File: config.mk
export PLATFORM = sky130hd
export DESIGN_NAME = uft_frame_timer
export DESIGN_NICKNAME = d
export VERILOG_FILES = /design/src/verilog/uft_pkg.sv /design/src/verilog/uft_frame_timer.sv /design/src/verilog/uft_bit_tick.sv
export SDC_FILE = /design/constraint.sdc
export NUM_CORES = 1
export LEC_CHECK = 0
export BUFFER_PORTS_ARGS = -buffer_cell sky130_fd_sc_hd__buf_2
export CORE_MARGIN = 3
export CORE_UTILIZATION = 56
export CTS_CLUSTER_DIAMETER = 100
export DETAILED_ROUTE_END_ITERATION = 10
export GPL_ROUTABILITY_DRIVEN = 0
export GPL_TIMING_DRIVEN = 0
export PLACE_DENSITY = 0.79
export SLEW_MARGIN = 20
export SYNTH_ARGS = -nofsm -noshare
export SYNTH_HDL_FRONTEND = slang
export SYNTH_SLANG_ARGS = --single-unit
File: constraint.sdc
create_clock -name aclk -period 3 [get_ports aclk]
set_clock_uncertainty 0.1 [all_clocks]
set_input_delay 0.6 -clock aclk [delete_from_list [all_inputs] [get_ports aclk]]
set_output_delay 0.6 -clock aclk [all_outputs]
set_load 0.05 [all_outputs]
File: src/verilog/uft_pkg.sv
// Constants, field layout and helpers for the USB frame timer block.
package uft_pkg;

	// ----------------------------------------------------------------
	// Register offsets (byte addresses)
	// ----------------------------------------------------------------
	localparam logic [7:0] ADDR_CONTROL = 8'h04;
	localparam logic [7:0] ADDR_COMMAND = 8'h08;
	localparam logic [7:0] ADDR_FRAME_LENGTH = 8'h34;
	localparam logic [7:0] ADDR_FRAME_REMAIN = 8'h38;
	localparam logic [7:0] ADDR_FRAME_NUMBER = 8'h3c;
	localparam logic [7:0] ADDR_PERIODIC = 8'h40;

	// ----------------------------------------------------------------
	// Field widths and positions
	// ----------------------------------------------------------------
	localparam int LEN_W = 14;
	localparam int PKT_W = 15;
	localparam int FN_W = 16;
	localparam int TOGGLE_BIT = 31;
	localparam int PKT_LSB = 16;
	localparam int PKT_MSB = 30;
	localparam int LEN_MSB = 13;
	localparam int OPER_BIT = 0;
	localparam int SOFT_RESET_BIT = 0;

	// ----------------------------------------------------------------
	// Reset values
	// ----------------------------------------------------------------
	// 11,999, so a frame lasts 12,000 bit times
	localparam logic [13:0] NOMINAL_FRAME_LEN = 14'h2edf;
	localparam logic [14:0] PKT_RESET = 15'h0000;
	localparam logic [13:0] PERIODIC_RESET = 14'h0000;

	// ----------------------------------------------------------------
	// Timing
	// ----------------------------------------------------------------
	localparam int CLK_FREQ_MHZ = 100;
	localparam int BIT_RATE_MHZ = 12;
	localparam int ACC_W = 7;
	localparam logic [6:0] TICK_STEP = 7'(BIT_RATE_MHZ);
	localparam logic [6:0] TICK_MOD = 7'(CLK_FREQ_MHZ);

	// ----------------------------------------------------------------
	// Bus answers
	// ----------------------------------------------------------------
	localparam logic [1:0] RESP_OKAY = 2'h0;
	localparam logic [1:0] RESP_SLVERR = 2'h2;

	typedef enum logic {
		RUN_HALTED,
		RUN_OPERATIONAL
	} uft_run_type;

	// Byte-lane merge of a write into a stored word
	function automatic logic [31:0] uft_merge(
		input logic [31:0] old,
		input logic [31:0] wdata,
		input logic [3:0] strb
	);
		logic [31:0] res;
		res = old;
		for (int i = 0; i < 4; i++) begin
			if (strb[i]) begin
				res[i*8 +: 8] = wdata[i*8 +: 8];
			end
		end
		return res;
	endfunction

endpackage

File: src/verilog/uft_frame_timer.sv
// Frame timer of a full-speed USB host controller with AXI4-Lite access.
`timescale 1ns/100ps
module uft_frame_timer
	import uft_pkg::*;
(
	input wire logic aclk,
	input wire logic aresetn,
	input wire logic [7:0] awaddr,
	input wire logic awvalid,
	output logic awready,
	input wire logic [31:0] wdata,
	input wire logic [3:0] wstrb,
	input wire logic wvalid,
	output logic wready,
	output logic [1:0] bresp,
	output logic bvalid,
	input wire logic bready,
	input wire logic [7:0] araddr,
	input wire logic arvalid,
	output logic arready,
	output logic [31:0] rdata,
	output logic [1:0] rresp,
	output logic rvalid,
	input wire logic rready,
	input wire logic transaction_busy,
	output logic frame_start,
	output logic periodic_priority,
	output logic [PKT_W-1:0] largest_packet_count,
	output logic [FN_W-1:0] frame_sequence_count
);

	// ----------------------------------------------------------------
	// Bit-time enable
	// ----------------------------------------------------------------
	logic tick;

	uft_bit_tick u_tick (
		.aclk(aclk),
		.aresetn(aresetn),
		.tick(tick)
	);

	// ----------------------------------------------------------------
	// Bus write path
	// ----------------------------------------------------------------
	logic aw_held_q;
	logic w_held_q;
	logic bvalid_q;
	logic [1:0] bresp_q;
	logic [7:0] awaddr_q;
	logic [31:0] wdata_q;
	logic [3:0] wstrb_q;
	logic wr_go;
	logic wr_mapped;

	assign awready = !aw_held_q && !bvalid_q;
	assign wready = !w_held_q && !bvalid_q;
	assign bvalid = bvalid_q;
	assign bresp = bresp_q;
	assign wr_go = aw_held_q && w_held_q;
	assign wr_mapped = awaddr_q == ADDR_CONTROL ||
		awaddr_q == ADDR_COMMAND || awaddr_q == ADDR_FRAME_LENGTH ||
		awaddr_q == ADDR_FRAME_REMAIN || awaddr_q == ADDR_FRAME_NUMBER ||
		awaddr_q == ADDR_PERIODIC;

	always_ff @(posedge aclk) begin
		if (!aresetn) begin
			aw_held_q <= 1'b0;
			awaddr_q <= '0;
		end else if (awvalid && awready) begin
			aw_held_q <= 1'b1;
			awaddr_q <= awaddr;
		end else if (wr_go) begin
			aw_held_q <= 1'b0;
		end
	end

	always_ff @(posedge aclk) begin
		if (!aresetn) begin
			w_held_q <= 1'b0;
			wdata_q <= '0;
			wstrb_q <= '0;
		end else if (wvalid && wready) begin
			w_held_q <= 1'b1;
			wdata_q <= wdata;
			wstrb_q <= wstrb;
		end else if (wr_go) begin
			w_held_q <= 1'b0;
		end
	end

	always_ff @(posedge aclk) begin
		if (!aresetn) begin
			bvalid_q <= 1'b0;
			bresp_q <= RESP_OKAY;
		end else if (wr_go) begin
			bvalid_q <= 1'b1;
			bresp_q <= wr_mapped ? RESP_OKAY : RESP_SLVERR;
		end else if (bready) begin
			bvalid_q <= 1'b0;
		end
	end

	// ----------------------------------------------------------------
	// Software-written registers
	// ----------------------------------------------------------------
	logic [31:0] len_word;
	logic [31:0] cmd_word;
	logic [31:0] ctl_word;
	logic [31:0] per_word;
	logic wr_len;
	logic soft_reset;
	logic length_toggle_q;
	logic [PKT_W-1:0] largest_packet_bits_q;
	logic [LEN_W-1:0] nominal_frame_length_q;
	logic [LEN_W-1:0] periodic_threshold_q;
	uft_run_type run_q;

	logic [31:0] len_merged;
	logic [31:0] per_merged;

	assign len_word = uft_merge(32'h0000_0000, wdata_q, wstrb_q);
	assign len_merged = uft_merge({length_toggle_q, largest_packet_bits_q,
		2'h0, nominal_frame_length_q}, wdata_q, wstrb_q);
	assign per_merged = uft_merge({18'h00000, periodic_threshold_q},
		wdata_q, wstrb_q);
	assign cmd_word = len_word;
	assign ctl_word = len_word;
	assign per_word = len_word;
	assign wr_len = wr_go && awaddr_q == ADDR_FRAME_LENGTH;
	assign soft_reset = wr_go && awaddr_q == ADDR_COMMAND &&
		wstrb_q[0] && cmd_word[SOFT_RESET_BIT];

	// Untouched byte lanes keep their old value
	always_ff @(posedge aclk) begin
		if (!aresetn) begin
			length_toggle_q <= 1'b0;
			largest_packet_bits_q <= PKT_RESET;
			nominal_frame_length_q <= NOMINAL_FRAME_LEN;
		end else if (soft_reset) begin
			nominal_frame_length_q <= NOMINAL_FRAME_LEN;
		end else if (wr_len) begin
			length_toggle_q <= len_merged[TOGGLE_BIT];
			largest_packet_bits_q <= len_merged[PKT_MSB:PKT_LSB];
			nominal_frame_length_q <= len_merged[LEN_MSB:0];
		end
	end

	always_ff @(posedge aclk) begin
		if (!aresetn) begin
			periodic_threshold_q <= PERIODIC_RESET;
		end else if (wr_go && awaddr_q == ADDR_PERIODIC) begin
			periodic_threshold_q <= per_merged[LEN_MSB:0];
		end
	end

	// Soft reset also drops the controller out of operation
	always_ff @(posedge aclk) begin
		if (!aresetn || soft_reset) begin
			run_q <= RUN_HALTED;
		end else if (wr_go && awaddr_q == ADDR_CONTROL && wstrb_q[0]) begin
			run_q <= ctl_word[OPER_BIT] ? RUN_OPERATIONAL : RUN_HALTED;
		end
	end

	// ----------------------------------------------------------------
	// Frame counters
	// ----------------------------------------------------------------
	logic [LEN_W-1:0] bit_time_countdown_q;
	logic countdown_toggle_q;
	logic [FN_W-1:0] frame_sequence_count_q;
	logic [PKT_W-1:0] packet_count_q;
	logic frame_start_q;
	logic run_prev_q;
	logic running;
	logic enter;
	logic reload;

	assign running = run_q == RUN_OPERATIONAL;
	assign enter = running && !run_prev_q;
	assign reload = running && tick && bit_time_countdown_q == '0;
	assign frame_start = frame_start_q;
	assign frame_sequence_count = frame_sequence_count_q;
	assign largest_packet_count = packet_count_q;

	always_ff @(posedge aclk) begin
		if (!aresetn) begin
			run_prev_q <= 1'b0;
		end else begin
			run_prev_q <= running;
		end
	end

	// A new length only shows up at the next reload
	always_ff @(posedge aclk) begin
		if (!aresetn || soft_reset) begin
			bit_time_countdown_q <= '0;
		end else if (enter) begin
			bit_time_countdown_q <= nominal_frame_length_q;
		end else if (reload) begin
			bit_time_countdown_q <= nominal_frame_length_q;
		end else if (running && tick) begin
			bit_time_countdown_q <= bit_time_countdown_q - 1'b1;
		end
	end

	always_ff @(posedge aclk) begin
		if (!aresetn || soft_reset) begin
			countdown_toggle_q <= 1'b0;
		end else if (running && tick && !enter &&
				bit_time_countdown_q == LEN_W'(1)) begin
			countdown_toggle_q <= length_toggle_q;
		end
	end

	always_ff @(posedge aclk) begin
		if (!aresetn || soft_reset) begin
			frame_sequence_count_q <= '0;
		end else if (enter || reload) begin
			frame_sequence_count_q <= frame_sequence_count_q + 1'b1;
		end
	end

	// Budget counter spends one bit per bit time within the frame
	always_ff @(posedge aclk) begin
		if (!aresetn || soft_reset) begin
			packet_count_q <= '0;
			frame_start_q <= 1'b0;
		end else if (enter || reload) begin
			packet_count_q <= largest_packet_bits_q;
			frame_start_q <= 1'b1;
		end else begin
			frame_start_q <= 1'b0;
			if (running && tick && packet_count_q != '0) begin
				packet_count_q <= packet_count_q - 1'b1;
			end
		end
	end

	// ----------------------------------------------------------------
	// Periodic priority
	// ----------------------------------------------------------------
	// Held pending so that a busy bulk transfer is never cut short
	logic periodic_pend_q;
	logic periodic_priority_q;

	assign periodic_priority = periodic_priority_q;

	always_ff @(posedge aclk) begin
		if (!aresetn || soft_reset || !running || enter || reload) begin
			periodic_pend_q <= 1'b0;
			periodic_priority_q <= 1'b0;
		end else begin
			if (bit_time_countdown_q == periodic_threshold_q) begin
				periodic_pend_q <= 1'b1;
			end
			if (periodic_pend_q && !transaction_busy) begin
				periodic_priority_q <= 1'b1;
			end
		end
	end

	// ----------------------------------------------------------------
	// Bus read path
	// ----------------------------------------------------------------
	logic rvalid_q;
	logic [31:0] rdata_q;
	logic [1:0] rresp_q;
	logic [31:0] rd_word;
	logic rd_ok;

	assign arready = !rvalid_q;
	assign rvalid = rvalid_q;
	assign rdata = rdata_q;
	assign rresp = rresp_q;

	always_comb begin
		rd_word = 32'h0000_0000;
		rd_ok = 1'b1;
		case (araddr)
			ADDR_CONTROL: rd_word[OPER_BIT] = running;
			ADDR_COMMAND: rd_word = 32'h0000_0000;
			ADDR_FRAME_LENGTH: rd_word = {length_toggle_q,
				largest_packet_bits_q, 2'h0, nominal_frame_length_q};
			ADDR_FRAME_REMAIN: rd_word = {countdown_toggle_q, 17'h00000,
				bit_time_countdown_q};
			ADDR_FRAME_NUMBER: rd_word = {16'h0000, frame_sequence_count_q};
			ADDR_PERIODIC: rd_word = {18'h00000, periodic_threshold_q};
			default: rd_ok = 1'b0;
		endcase
	end

	always_ff @(posedge aclk) begin
		if (!aresetn) begin
			rvalid_q <= 1'b0;
			rdata_q <= '0;
			rresp_q <= RESP_OKAY;
		end else if (arvalid && arready) begin
			rvalid_q <= 1'b1;
			rdata_q <= rd_word;
			rresp_q <= rd_ok ? RESP_OKAY : RESP_SLVERR;
		end else if (rready) begin
			rvalid_q <= 1'b0;
		end
	end
endmodule

File: src/verilog/uft_bit_tick.sv
// Fractional divider making the full-speed bit-time enable.
`timescale 1ns/100ps
module uft_bit_tick
	import uft_pkg::*;
(
	input wire logic aclk,
	input wire logic aresetn,
	output logic tick
);

	// ----------------------------------------------------------------
	// Phase accumulator
	// ----------------------------------------------------------------
	// 12 of every 100 cycles tick; spacing jitters 8 or 9 cycles,
	// exact on average, which no integer divider could give.
	logic [ACC_W-1:0] acc_q;
	logic [ACC_W-1:0] sum;
	logic tick_q;

	assign sum = acc_q + TICK_STEP;
	assign tick = tick_q;

	always_ff @(posedge aclk) begin
		if (!aresetn) begin
			acc_q <= '0;
			tick_q <= 1'b0;
		end else if (sum >= TICK_MOD) begin
			acc_q <= sum - TICK_MOD;
			tick_q <= 1'b1;
		end else begin
			acc_q <= sum;
			tick_q <= 1'b0;
		end
	end

endmodule

# Word-level counts from Yosys, hierarchy flattened
# Cells that the tools add are included.
[totals]
out_inout_bits = 74
regBits = 187
word_cells = 127
input_bits = 60
[op_classes]
mux = 22
addsub = 5
magnitude_cmp = 1
n_reduce_logical = 55
n_eq_ne = 14
bitwise = 2
[ops]
columns = ["cell", "count"]
rows = [
  ["$pmux W31 S4", 1],
  ["$eq A8 B6 Y1 const B", 6],
  ["$mux W14", 3],
  ["$mux W15", 2],
  ["$logic_and A1 B1 Y1", 20],
  ["$add A16 B1 Y16 const B", 1],
  ["$eq A8 B3 Y1 const B", 2],
  ["$eq A8 B4 Y1 const B", 2],
  ["$eq A8 B7 Y1 const B", 2],
  ["$reduce_bool A15 Y1", 1],
  ["$sub A15 B1 Y15 const B", 1],
  ["$eq A14 B1 Y1 const B", 1],
  ["$eq A14 B14 Y1", 1],
  ["$logic_not A14 Y1", 1],
  ["$sub A14 B1 Y14 const B", 1],
  ["$mux W1", 12],
  ["$logic_or A1 B1 Y1", 10],
  ["$reduce_bool A2 Y1", 5],
  ["$logic_not A1 Y1", 9],
  ["$reduce_and A2 Y1", 4],
  ["$add A7 B4 Y7 const B", 1],
  ["$ge A7 B7 Y1 const B", 1],
  ["$mux W7", 1],
  ["$sub A7 B7 Y7 const B", 1],
  ["7 further kinds", 10],
]

# Logic depth before layout (Yosys ltp)
# Gate-level depths: netlist of run 1.
[depth]
ltp_word = 8
ltp_mapped = 9
mapped_depth_nobuf = 7

# Cells and area by module
# From an unflattened synthesis of run 1, not the netlist that was laid out.
[hier_totals]
cells_unflattened = 926
hier_area_um2 = 8523.2
[modules_own_cells]
columns = ["mod", "cells_each", "n_inst", "area_each_um2"]
rows = [
  ["uft_frame_timer", 882, 1, 8131.5],
  ["uft_bit_tick", 44, 1, 391.6],
]

# Worst setup path after synthesis of run 1
# Ideal clock, no wire load.
[synth_path]
path_type = "input -> register"
from = "input araddr[1]"
to = "register rdata_q[21] (netlist: rdata[21])"
setup_time_ps = 66
slack_ps = 441
t_arrival_ps = 2393
stages = 7
cell_sequence = "or3_1 > nor3_1 > and3_1 > clkbuf_1 > clkbuf_1 > a22oi_1 > nor2b_1"
[synth_between]
elab_chain_len = 2
word_cells_on_any_way = 5
[synth_lines]
columns = ["element", "line", "source"]
rows = [
  ["start, declared", "uft_frame_timer.sv:18", "input wire logic [7:0] araddr,"],
  ["$eq A8 B7 Y1 or $eq A8 B6 Y1 (tied branches)", "uft_frame_timer.sv:280", "case (araddr)"],
  ["$pmux W31 S4 *", "uft_frame_timer.sv:280", ""],
  ["end signal, assigned", "uft_frame_timer.sv:300", "rdata_q <= rd_word;"],
  ["end, declared", "uft_frame_timer.sv:267", "logic [31:0] rdata_q;"],
]
# Mark *: on every way between the ends. The rest lies on a longest branch, timed or not.
# A chain may end at the register's enable or synchronous reset.

# Final worst setup path of run 1
[layout_path]
from = "register bit_time_countdown_q[1]"
to = "register packet_count_q[13] (netlist: largest_packet_count[13])"
[layout_between]
elab_chain_len = 4
word_cells_on_any_way = 5
[layout_lines]
columns = ["element", "line", "source"]
rows = [
  ["start, declared", "uft_frame_timer.sv:169", "logic [LEN_W-1:0] bit_time_countdown_q;"],
  ["start signal, assigned", "uft_frame_timer.sv:199", "bit_time_countdown_q <= nominal_frame_length_q;"],
  ["start signal, assigned", "uft_frame_timer.sv:201", "bit_time_countdown_q <= nominal_frame_length_q;"],
  ["start signal, assigned", "uft_frame_timer.sv:203", "bit_time_countdown_q <= bit_time_countdown_q - 1'b1;"],
  ["$logic_not A14 Y1 *", "uft_frame_timer.sv:181", "assign reload = running && tick && bit_time_countdown_q == '0;"],
  ["$logic_and A1 B1 Y1 *", "uft_frame_timer.sv:181", ""],
  ["$logic_or A1 B1 Y1 *", "uft_frame_timer.sv:229", "end else if (enter || reload) begin"],
  ["$mux W15 or $reduce_bool A2 Y1 (tied branches)", "--", ""],
  ["end signal, assigned", "uft_frame_timer.sv:230", "packet_count_q <= largest_packet_bits_q;"],
  ["end signal, assigned", "uft_frame_timer.sv:235", "packet_count_q <= packet_count_q - 1'b1;"],
  ["end, declared", "uft_frame_timer.sv:172", "logic [PKT_W-1:0] packet_count_q;"],
]
# Marks and branches as above.

==> run summary, run 1 <==
Status - complete, no violations
MaxCap Viol Count - 0
Syn. warnings - 0
PwrDens - 526 mW/mm²
CP max FO - 10
Top Usage Layer GRT - met2
Worst-case vdd ir drop - 0.428 mV
WP data required - 3230 ps
Family with the most delay on the worst path - compound AO/OA/AOI/OAI gates
Main area contributors after synthesis - dfxtp_1 44%, nand2_1 7.8%, a21boi_0 6.1%
Slowest stage cell, crit path - or3b_2
FMAX - 351 MHz
Buf/Inv on CP - 3
Clock Pin Slew Worst Setup and Hold Paths - 70 ps
Area Growth Syn to Fin - 18.0%
Setup crit start kind - register
Fin. Hold Viols - 0
CTS H-tree lvls - 4
Syn Inst Count - 967
Num CTS Buffers - 17
Remaining DRCs - 0
CP arrival - 3080 ps
Max Slew Vio Count - 0
DRT Wirelength - 22.8 mm
IO Count - 134
Clock Sinks - 181
Async SR Flop Fraction - 0%
Most frequent cell after synthesis - dfxtp_1
Synthesized flop and latch total - 181
Area after DPL - 0.00902 mm²
Grt total ovfl - 0
Fraction of layout cells with a size suffix above 1 - 15.9%
Post-synth EDFFs - 0
Die height - 127 µm
Post-route ant nets - 0
Antenna fix cells - 0
GRT Total Usage - 28.1%
Leakage power total - 3.86 nW
Iteration-0 DRC Markers - 729
Hpwl dp - 16.6 mm
M1 GR Usage - 37.2%
Crit path time final - 2850 ps
Die footprint - 0.0160 mm²
Cell row count - 43
Register area share after synthesis - 44.4%
Max-slew headroom at the worst pin - 31.6%
Worst hold path class - input pin to register
CP cell instances - inv_1 -> ha_1 -> or3b_2 -> o41a_1 -> clkbuf_1 -> clkbuf_1 -> o21ai_0 -> a21oi_1
Cell repeated most along the worst path - clkbuf_1
First-pass GRT wire length - 36.0 mm
Worst slew pin tran - 1020 ps
Top cell type's share of synthesized area - 44.4%
Final worst path period share - 95.0%
Core area - 0.0140 mm²
Area of the multi-input gates - 0.00423 mm²
DR pass1 iterations - 8
Clk Tree Root Cell - clkbuf_16
Pin count of the biggest net entering global routing - 17
I/O Buffers - 128
Antenna violations before repair - 1
Clock latency on the worst-skew pair - 440 ps
Vias - 7752
FF+latch area - 0.00362 mm²
Post-layout nets - 1183
DR WL/cell - 17.5 µm
CTS max path bufs - 2
Die width - 127 µm
Starting Density - 58.1%
Synth Cell Area - 0.00816 mm²
Hold Buf Count CTS - 0
Distinct cells, synth - 62
GR Layer Usage met2 - 44.9%
Setup CP Type - register to register
Final Util - 68.5%
Setup-failing EPs final - 0
Via/cell ratio - 5.93
RSZ-0062 raised after global routing - no
Post-route cell area - 0.00962 mm²
Syn avg cell area - 8.43 µm²
Commonest cells in the netlist - 181 x dfxtp_1, 170 x nand2_1, 66 x a21boi_0, 61 x nand3_1, 57 x clkbuf_1
Yosys top cell by area - dfxtp_1
Dominant synthesized flop cell - dfxtp_1
Filler cell count - 1184
Crit end category - register
Max incr delay on CP - 550 ps
CTS tree - built
Vias in the first global route - 6973
Met3 usage - 7.62%
tightest hold or removal path, delay by kind of cell:
family                 cells  cell delay, ps
buffers and inverters      1              90
and+or+nand+nor            1              40
AOI/OAI and AO/OA          1              60
per-stage QoR:
stage / setup TNS (ps) / power (W) / std cells / worst slack, ps / hold slack [ps]
finish: 0 / 0.00506 / 1308 / 150 / 301
global route: 0 / 0.00522 / 1308 / 4.16 / 300
CTS: 0 / 0.00507 / 1307 / 65.7 / 295
detailed placement: -1110 / 0.00291 / 1276 / -120 / 340
global placement: -1020 / 0.00291 / 1276 / -107 / 333
floorplan: 0 / 0.00279 / 968 / 441 / 337
path summary, 6_finish.rpt:
path / start / endpoint / slack, ps / cells past startpoint
min: wdata[26] / wdata_q[26] / 300 / 3
max reg2reg: bit_time_countdown_q[1] / largest_packet_count[13] / 150 / 8
max: bit_time_countdown_q[1] / largest_packet_count[13] / 150 / 8
min reg2reg: rdata[4] / rdata[4] / 350 / 2
cell type report:
type,instances,share of cell area [%]
clock inverter,13,1.39
buffer,67,2.80
timing repair buffer,129,6.74
inverter,13,0.507
tap,180,2.34
clock buffer,18,4.57
multi-input combinational,707,44.0
sequential,181,37.7
placed cells by master, fill, tap and decap left out, drive strengths merged, types with 4 or more instances in the layout:
cell type / netlist / routed
nand3: 62 / 62
or3: 14 / 14
mux2i: 16 / 16
o21ai: 49 / 49
o21a: 4 / 4
a222oi: 13 / 13
nor3b: 5 / 5
a21boi: 66 / 66
nor4: 16 / 16
clkinv: 0 / 7
nor2b: 34 / 34
a22o: 14 / 14
xor2: 21 / 21
clkbuf: 57 / 75
a21oi: 44 / 44
nor3: 18 / 18
ha: 7 / 7
xnor2: 12 / 12
a31oi: 12 / 12
inv: 13 / 14
a22oi: 19 / 19
nor2: 37 / 37
buf: 10 / 139
nand2b: 5 / 5
nand4: 8 / 8
and2: 9 / 9
or4: 8 / 8
dfxtp: 181 / 181
nand2: 170 / 170
cells by family (layout without fill, tap and decap cells):
logic type | Yosys count | after routing | synth area share, %
and+or+nand+nor | 406 | 406 | 24.5
AOI/OAI and AO/OA | 243 | 243 | 20.6
buffers and inverters | 80 | 240 | 3.87
DFF | 181 | 181 | 44.4
xor gates and xnor gates | 33 | 33 | 3.54
adders and majority gates | 7 | 7 | 1.07
other | 1 | 2 | 0.0460
muxes | 16 | 16 | 1.96
power breakdown:
part | internal (W) | switching [W] | leakage (nW)
Combinational | 0.000131 | 0.000233 | 2.12
Clock | 0.00124 | 0.000956 | 0.278
Sequential | 0.00246 | 0.0000425 | 1.47
Total | 0.00383 | 0.00123 | 3.86
sequential cells by signal (all words and copies together) (netlist names), 4 cells and up:
signal and flops:
rdata 32, wstrb_q 4, periodic_threshold_q 14, bit_time_countdown_q 14, largest_packet_bits_q 15, awaddr_q 8
wdata_q 30, largest_packet_count 15, nominal_frame_length_q 14, u_tick.acc_q 5, frame_sequence_count 16
repair_timing:
item	in CTS	in global routing
setup endpoints to repair	0	22
gates resized for setup	0	5
setup buffers	0	1
layer usage:
layer	wire (µm)	share of wire [%]
met1	9770	43
met5	20	0.088
met4	427	1.9
met2	10600	47
met3	1980	8.7
No activity file was read; power rests on OpenSTA's default activity.
==> run 2: changes to the inputs <==
--- a/config.mk
+++ b/config.mk
@@ -5,14 +5,15 @@
 export SDC_FILE = /design/constraint.sdc
 export NUM_CORES = 1
 export LEC_CHECK = 0
+export ABC_AREA = 1
 export BUFFER_PORTS_ARGS = -buffer_cell sky130_fd_sc_hd__buf_2
 export CORE_MARGIN = 3
-export CORE_UTILIZATION = 56
+export CORE_UTILIZATION = 57
 export CTS_CLUSTER_DIAMETER = 100
 export DETAILED_ROUTE_END_ITERATION = 10
 export GPL_ROUTABILITY_DRIVEN = 0
 export GPL_TIMING_DRIVEN = 0
-export PLACE_DENSITY = 0.79
+export PLACE_DENSITY = 0.8
 export SLEW_MARGIN = 20
 export SYNTH_ARGS = -nofsm -noshare
 export SYNTH_HDL_FRONTEND = slang
==> run 2 against run 1 <==
  * Worst setup slack better by 460 ps
  * Count of clock-buffer cells in the layout unchanged
  * Critical path depth fell by 1
  * Die area up 2.0%
  * Clock power up 8%
  * Critical path type unchanged
  * Largest cell class unchanged
  * Worst hold slack got worse by 2.3 ps
  * Sequential cell count unchanged
  * Area after synthesis up 3.9%
  * Core utilization increased by 1.6 points
  * Final area rose by 3.6%
  * Routed wire length grew 13%
==> run summary, run 2 <==
Status - complete, no violations
Die footprint - 0.0164 mm²
Worst hold path class - input pin to register
First-pass GRT wire length - 40.5 mm
WHS - 298 ps
Clock latency on the worst-skew pair - 450 ps
CTS tree - built
Most frequent cells in the layout - 257 x nand2_1, 181 x dfxtp_1, 151 x nor2_1
PwrDens - 539 mW/mm²
Die width - 128 µm
Antenna fix cells - 0
Filler cell count - 1229
Max incr delay on CP - 560 ps
CTS H-tree lvls - 4
DR pass1 iterations - 8
Worst flop-to-flop path startpoint - aw_held_q
Post-route ant nets - 0
Most common cell after layout, fill and taps aside - nand2_1
Buf/Inv on CP - 2
DR WL/cell - 16.3 µm
Top cell type's share of synthesized area - 42.7%
Area Growth Syn to Fin - 17.5%
Core area - 0.0142 mm²
Stages on worst setup path - 7
Area of the multi-input gates - 0.00407 mm²
Setup crit start kind - register
Crit end category - register
Cell repeated most along the worst path - nand2_1
Max Slew Vio Count - 0
Final worst path period share - 79.6%
Async SR Flop Fraction - 0%
Antenna violations before repair - 1
Clock Pin Slew Worst Setup and Hold Paths - 70 ps
Fin. Hold Viols - 0
Post-synth EDFFs - 0
Fraction of layout cells with a size suffix above 1 - 13.6%
I/O Buffers - 128
Crit path time final - 2390 ps
Max FFs per register - 32
Die height - 128 µm
R2R Setup Slk - 610 ps
Pin count of the biggest net entering global routing - 18
Register area share after synthesis - 42.7%
Clk Tree Root Cell - clkbuf_16
Worst slew pin tran - 698 ps
Synth Cell Area - 0.00848 mm²
Via/cell ratio - 5.59
Dominant synthesized flop cell - dfxtp_1
FMAX - 419 MHz
Sum Neg Setup Slack - 0 ps
Syn avg cell area - 6.85 µm²
RSZ-0062 raised after global routing - no
Vias - 8815
Post-CTS Setup Bufs - 0
CP max FO - 10
Remaining DRCs - 0
WP data required - 3190 ps
Reg2reg end - nominal_frame_length_q[13]
Syn Inst Count - 1237
Vias in the first global route - 7807
Max-slew headroom at the worst pin - 53.5%
Hold Buf Count CTS - 0
Yosys top cell by area - dfxtp_1
Synthesized flop and latch total - 181
Worst-case vdd ir drop - 0.445 mV
Grt total ovfl - 0
Slowest stage cell, crit path - clkbuf_1
End point of the critical path - nominal_frame_length_q[13]
Hpwl dp - 19.2 mm
Setup CP Type - register to register
Clock Sinks - 181
Register-to-Register Path Depth - 7
Setup-failing EPs final - 0
Starting Density - 59.7%
Commonest cells in the netlist - 257 x nand2_1, 181 x dfxtp_1, 151 x nor2_1, 150 x o21ai_0, 139 x a21oi_1
CP cell instances - nand2_1 -> nor2_1 -> nand3_1 -> nand2_1 -> inv_2 -> clkbuf_1 -> o211ai_1
Cell row count - 43
DRT Wirelength - 25.8 mm
Family with the most delay on the worst path - buffers and inverters
Distinct cells, synth - 36
Leakage power total - 4.61 nW
Main area contributors after synthesis - dfxtp_1 43%, nand2_1 11%, o21ai_0 8.9%
FF+latch area - 0.00362 mm²
MaxCap Viol Count - 0
IO Count - 134
Iteration-0 DRC Markers - 953
Syn. warnings - 0
CTS max path bufs - 2
GRT Total Usage - 31.5%
CP arrival - 2580 ps
Critical Path Start - aw_held_q
Most frequent cell after synthesis - nand2_1
Num CTS Buffers - 17
Post-layout nets - 1452
Resize count post-CTS - 0
-- run 2: cell count changes after synthesis, moves of 19 or more --
cell | before | now
a21boi_0 | 66 | 1
a21oi_1 | 44 | 139
inv_1 | 13 | 131
nor2b_1 | 34 | 0
nor2_1 | 37 | 151
nand2_1 | 170 | 257
o21ai_0 | 48 | 150
a22oi_1 | 19 | 0
-- run 2: kinds of logic (layout without fill, tap and decap cells) --
logic type                 Yosys count  count (layout)  share of synthesized area [%]
xor gates and xnor gates            24              24                           2.48
DFF                                181             181                           42.7
AOI/OAI and AO/OA                  307             307                           18.6
buffers and inverters              190             350                           9.24
and+or+nand+nor                    527             527                           25.9
adders and majority gates            7               7                           1.03
other                                1               2                         0.0442
-- run 2: report_power, final --
group          total, W  internal [W]  switching (W)
Clock           0.00237       0.00134        0.00103
Combinational  0.000471      0.000134       0.000337
Sequential      0.00253       0.00249      0.0000480
Total           0.00537       0.00396        0.00142
-- run 2: how the worst min path moves through the flow --
stage,start,to,cells after the start
after floorplan,countdown_toggle_q,countdown_toggle_q,2
after global placement,countdown_toggle_q,countdown_toggle_q,2
after detailed placement,countdown_toggle_q,countdown_toggle_q,2
after CTS,bready,bvalid,4
after global routing,bready,bvalid,4
final,bready,bvalid,4
-- run 2: metrics by stage --
step	instances	setup slack (ps)	utilization (%)	total power (W)	area (µm²)
2_1_floorplan	1238	626	-	0.00290	8480
3_3_place_gp	1546	558	65.8	0.00304	9350
3_5_place_dp	1546	544	65.8	0.00305	9350
4_1_cts	1578	717	70.1	0.00536	9960
5_1_grt	1578	528	70.1	0.00553	9960
6_report	1578	612	70.1	0.00537	9960
-- run 2: worst reg2reg max path: stages, from the launching register on --
cell and delay (ps):
dfxtp_1 330, nand2_1 190, nor2_1 120, nand3_1 190
nand2_1 290, inv_2 270, clkbuf_1 560, o211ai_1 190
-- run 2: layout make-up --
class | count | share of cell area (%)
Inverter | 134 | 5.05
Tap cell | 180 | 2.26
Timing Repair Buffer | 128 | 6.43
Multi-Input combinational cell | 867 | 40.9
Sequential cell | 181 | 36.4
Buffer | 56 | 2.81
Clock buffer | 18 | 4.31
Clock inverter | 14 | 1.88
-- run 2: routing by layer --
| metal | global-route usage, % | wire [µm] | up-vias |
|---|---|---|---|
| met5 | 0 | 7 | - |
| met4 | 13.3 | 847 | 2 |
| met3 | 6.92 | 2460 | 74 |
| met2 | 47.9 | 11400 | 448 |
| met1 | 43.3 | 11100 | 3977 |
| li1 | - | - | 4314 |
==> run 3: changes to the inputs <==
==> constraint.sdc (replaced) <==
create_clock -name aclk -period 2.47 [get_ports aclk]
set_clock_uncertainty 0.1 [all_clocks]
set_input_delay 0.494 -clock aclk [delete_from_list [all_inputs] [get_ports aclk]]
set_output_delay 0.494 -clock aclk [all_outputs]
set_load 0.05 [all_outputs]
==> run 3 against run 2 <==
  * Register-to-register slack got worse by 430 ps
  * Routed wire length about the same
  * Worst hold slack got worse by 110 ps
  * Cell count unchanged
  * Worst setup slack got worse by 430 ps
  * Non-clock buffer count unchanged
  * Sequential share of layout area about the same
  * First-iteration DRC count decreased by 0.63%
  * Fmax increased by 4.5%
  * Core utilization about the same
  * Final area about the same
  * Largest cell class unchanged
  * Highest routed layer unchanged
==> run summary, run 3 (same netlist as run 2, synthesis figures left out) <==
Status - complete, no violations
RSZ-0062 raised after global routing - no
Hold Buf Count CTS - 0
Clk Tree Root Cell - clkbuf_16
Grt total ovfl - 0
Power share of the combinational group - 8.8%
Power, Total - 0.00653 W
Antenna fix cells - 0
I/O Buffers - 128
Area Growth Syn to Fin - 17.5%
Switching share of power - 26.4%
Worst-case vdd ir drop - 0.542 mV
FMAX - 438 MHz
Final worst path period share - 92.5%
Die width - 128 µm
Vias - 8812
Filler cell count - 1230
Psw - 0.00172 W
PwrDens - 655 mW/mm²
GRT Total Usage - 31.5%
DRT Wirelength - 25.8 mm
IO Count - 134
CP arrival - 2480 ps
Setup crit start kind - register
Post-route ant nets - 0
Post-layout nets - 1452
Die footprint - 0.0164 mm²
Num CTS Buffers - 17
Final Util - 70.2%
CTS H-tree lvls - 4
WHS - 191 ps
CTS tree - built
Clock Sinks - 181
CP max FO - 10
Core area - 0.0142 mm²
Int Power - 0.00481 W
Post-CTS Setup Bufs - 0
DR WL/cell - 16.3 µm
Max-slew headroom at the worst pin - 53.9%
WP data required - 2660 ps
Resize count post-CTS - 0
Setup CP Type - register to register
Setup ws final - 186 ps
Max Slew Vio Count - 0
Remaining DRCs - 0
Most frequent cells in the layout - 257 x nand2_1, 181 x dfxtp_1, 151 x nor2_1
Crit end category - register
Most common cell after layout, fill and taps aside - nand2_1
Crit path time final - 2280 ps
Worst hold path class - input pin to register
CTS max path bufs - 2
Pre-CTS setup slack - 120 ps
Max FFs per register - 32
Via/cell ratio - 5.58
MaxCap Viol Count - 0
First-pass GRT wire length - 40.5 mm
Worst slew pin tran - 691 ps
Hpwl dp - 19.2 mm
Antenna violations before repair - 1
Clock Pin Slew Worst Setup and Hold Paths - 70 ps
DR pass1 iterations - 6
Clock group share of total power - 44.1%
Clock latency on the worst-skew pair - 450 ps
Die height - 128 µm
Leakage power total - 4.61 nW
Cell row count - 43
Fin. Hold Viols - 0
Vias in the first global route - 7807
Setup-failing EPs final - 0
Seq pwr share - 47.2%
Fraction of layout cells with a size suffix above 1 - 13.7%
Starting Density - 59.7%
Iteration-0 DRC Markers - 947
Sum Neg Setup Slack - 0 ps
Pin count of the biggest net entering global routing - 18
==> run 3: cell count changes in the layout (fill, tap and decap cells not counted) <==
cell      before  now
clkbuf_2       0    1
clkbuf_1      40   39
==> run 3: layout make-up <==
cell class,count,area [µm²],area share [%]
Clock inverter,14,188,1.88
Multi-Input combinational cell,867,4070,40.9
Buffer,56,282,2.83
Tap cell,180,225,2.26
Sequential cell,181,3620,36.4
Inverter,134,503,5.05
Clock buffer,18,429,4.31
Timing Repair Buffer,128,641,6.43
==> run 3: final timing paths <==
kind	from	to	slack [ps]	depth (start not counted)
setup / recovery	aw_held_q	frame_start	190	6
hold / removal	bready	bvalid	190	4
setup reg to reg	aw_held_q	frame_start	190	6
hold reg to reg	wdata_q[24]	largest_packet_bits_q[8]	350	2
==> run 3: power groups by stage <==
| stage | Combinational [W] | Clock (W) | Sequential, W |
|---|---|---|---|
| finish | 0.000572 | 0.00288 | 0.00308 |
| global route | 0.000633 | 0.00300 | 0.00309 |
| CTS | 0.000568 | 0.00286 | 0.00308 |
| detailed placement | 0.000564 | 0 | 0.00314 |
| global placement | 0.000551 | 0 | 0.00314 |
| floorplan | 0.000308 | 0 | 0.00321 |
==> run 3: critical path, stage by stage, from the launching register on <==
cell and delay (ps):
dfxtp_1 360, nand2_1 170, nor2_1 240, nand3_1 210, nand2_1 370, clkbuf_1 550, nor2_1 130
==> run 3: metrics by stage <==
stage	instance area, µm²	cells
after global routing	9960	1578
after floorplan	8480	1238
after CTS	9960	1578
final	9960	1578
after global placement	9350	1546
after detailed placement	9350	1546
==> run 3: per-layer routing <==
layer | up-vias | global-route usage [%] | wire length, µm | share of wire [%]
met5 | - | 0 | 7 | 0.027
met4 | 2 | 13.3 | 849 | 3.3
met3 | 74 | 6.92 | 2500 | 9.7
met2 | 445 | 47.9 | 11400 | 44
met1 | 3977 | 43.3 | 11000 | 43
li1 | 4314 | - | - | -
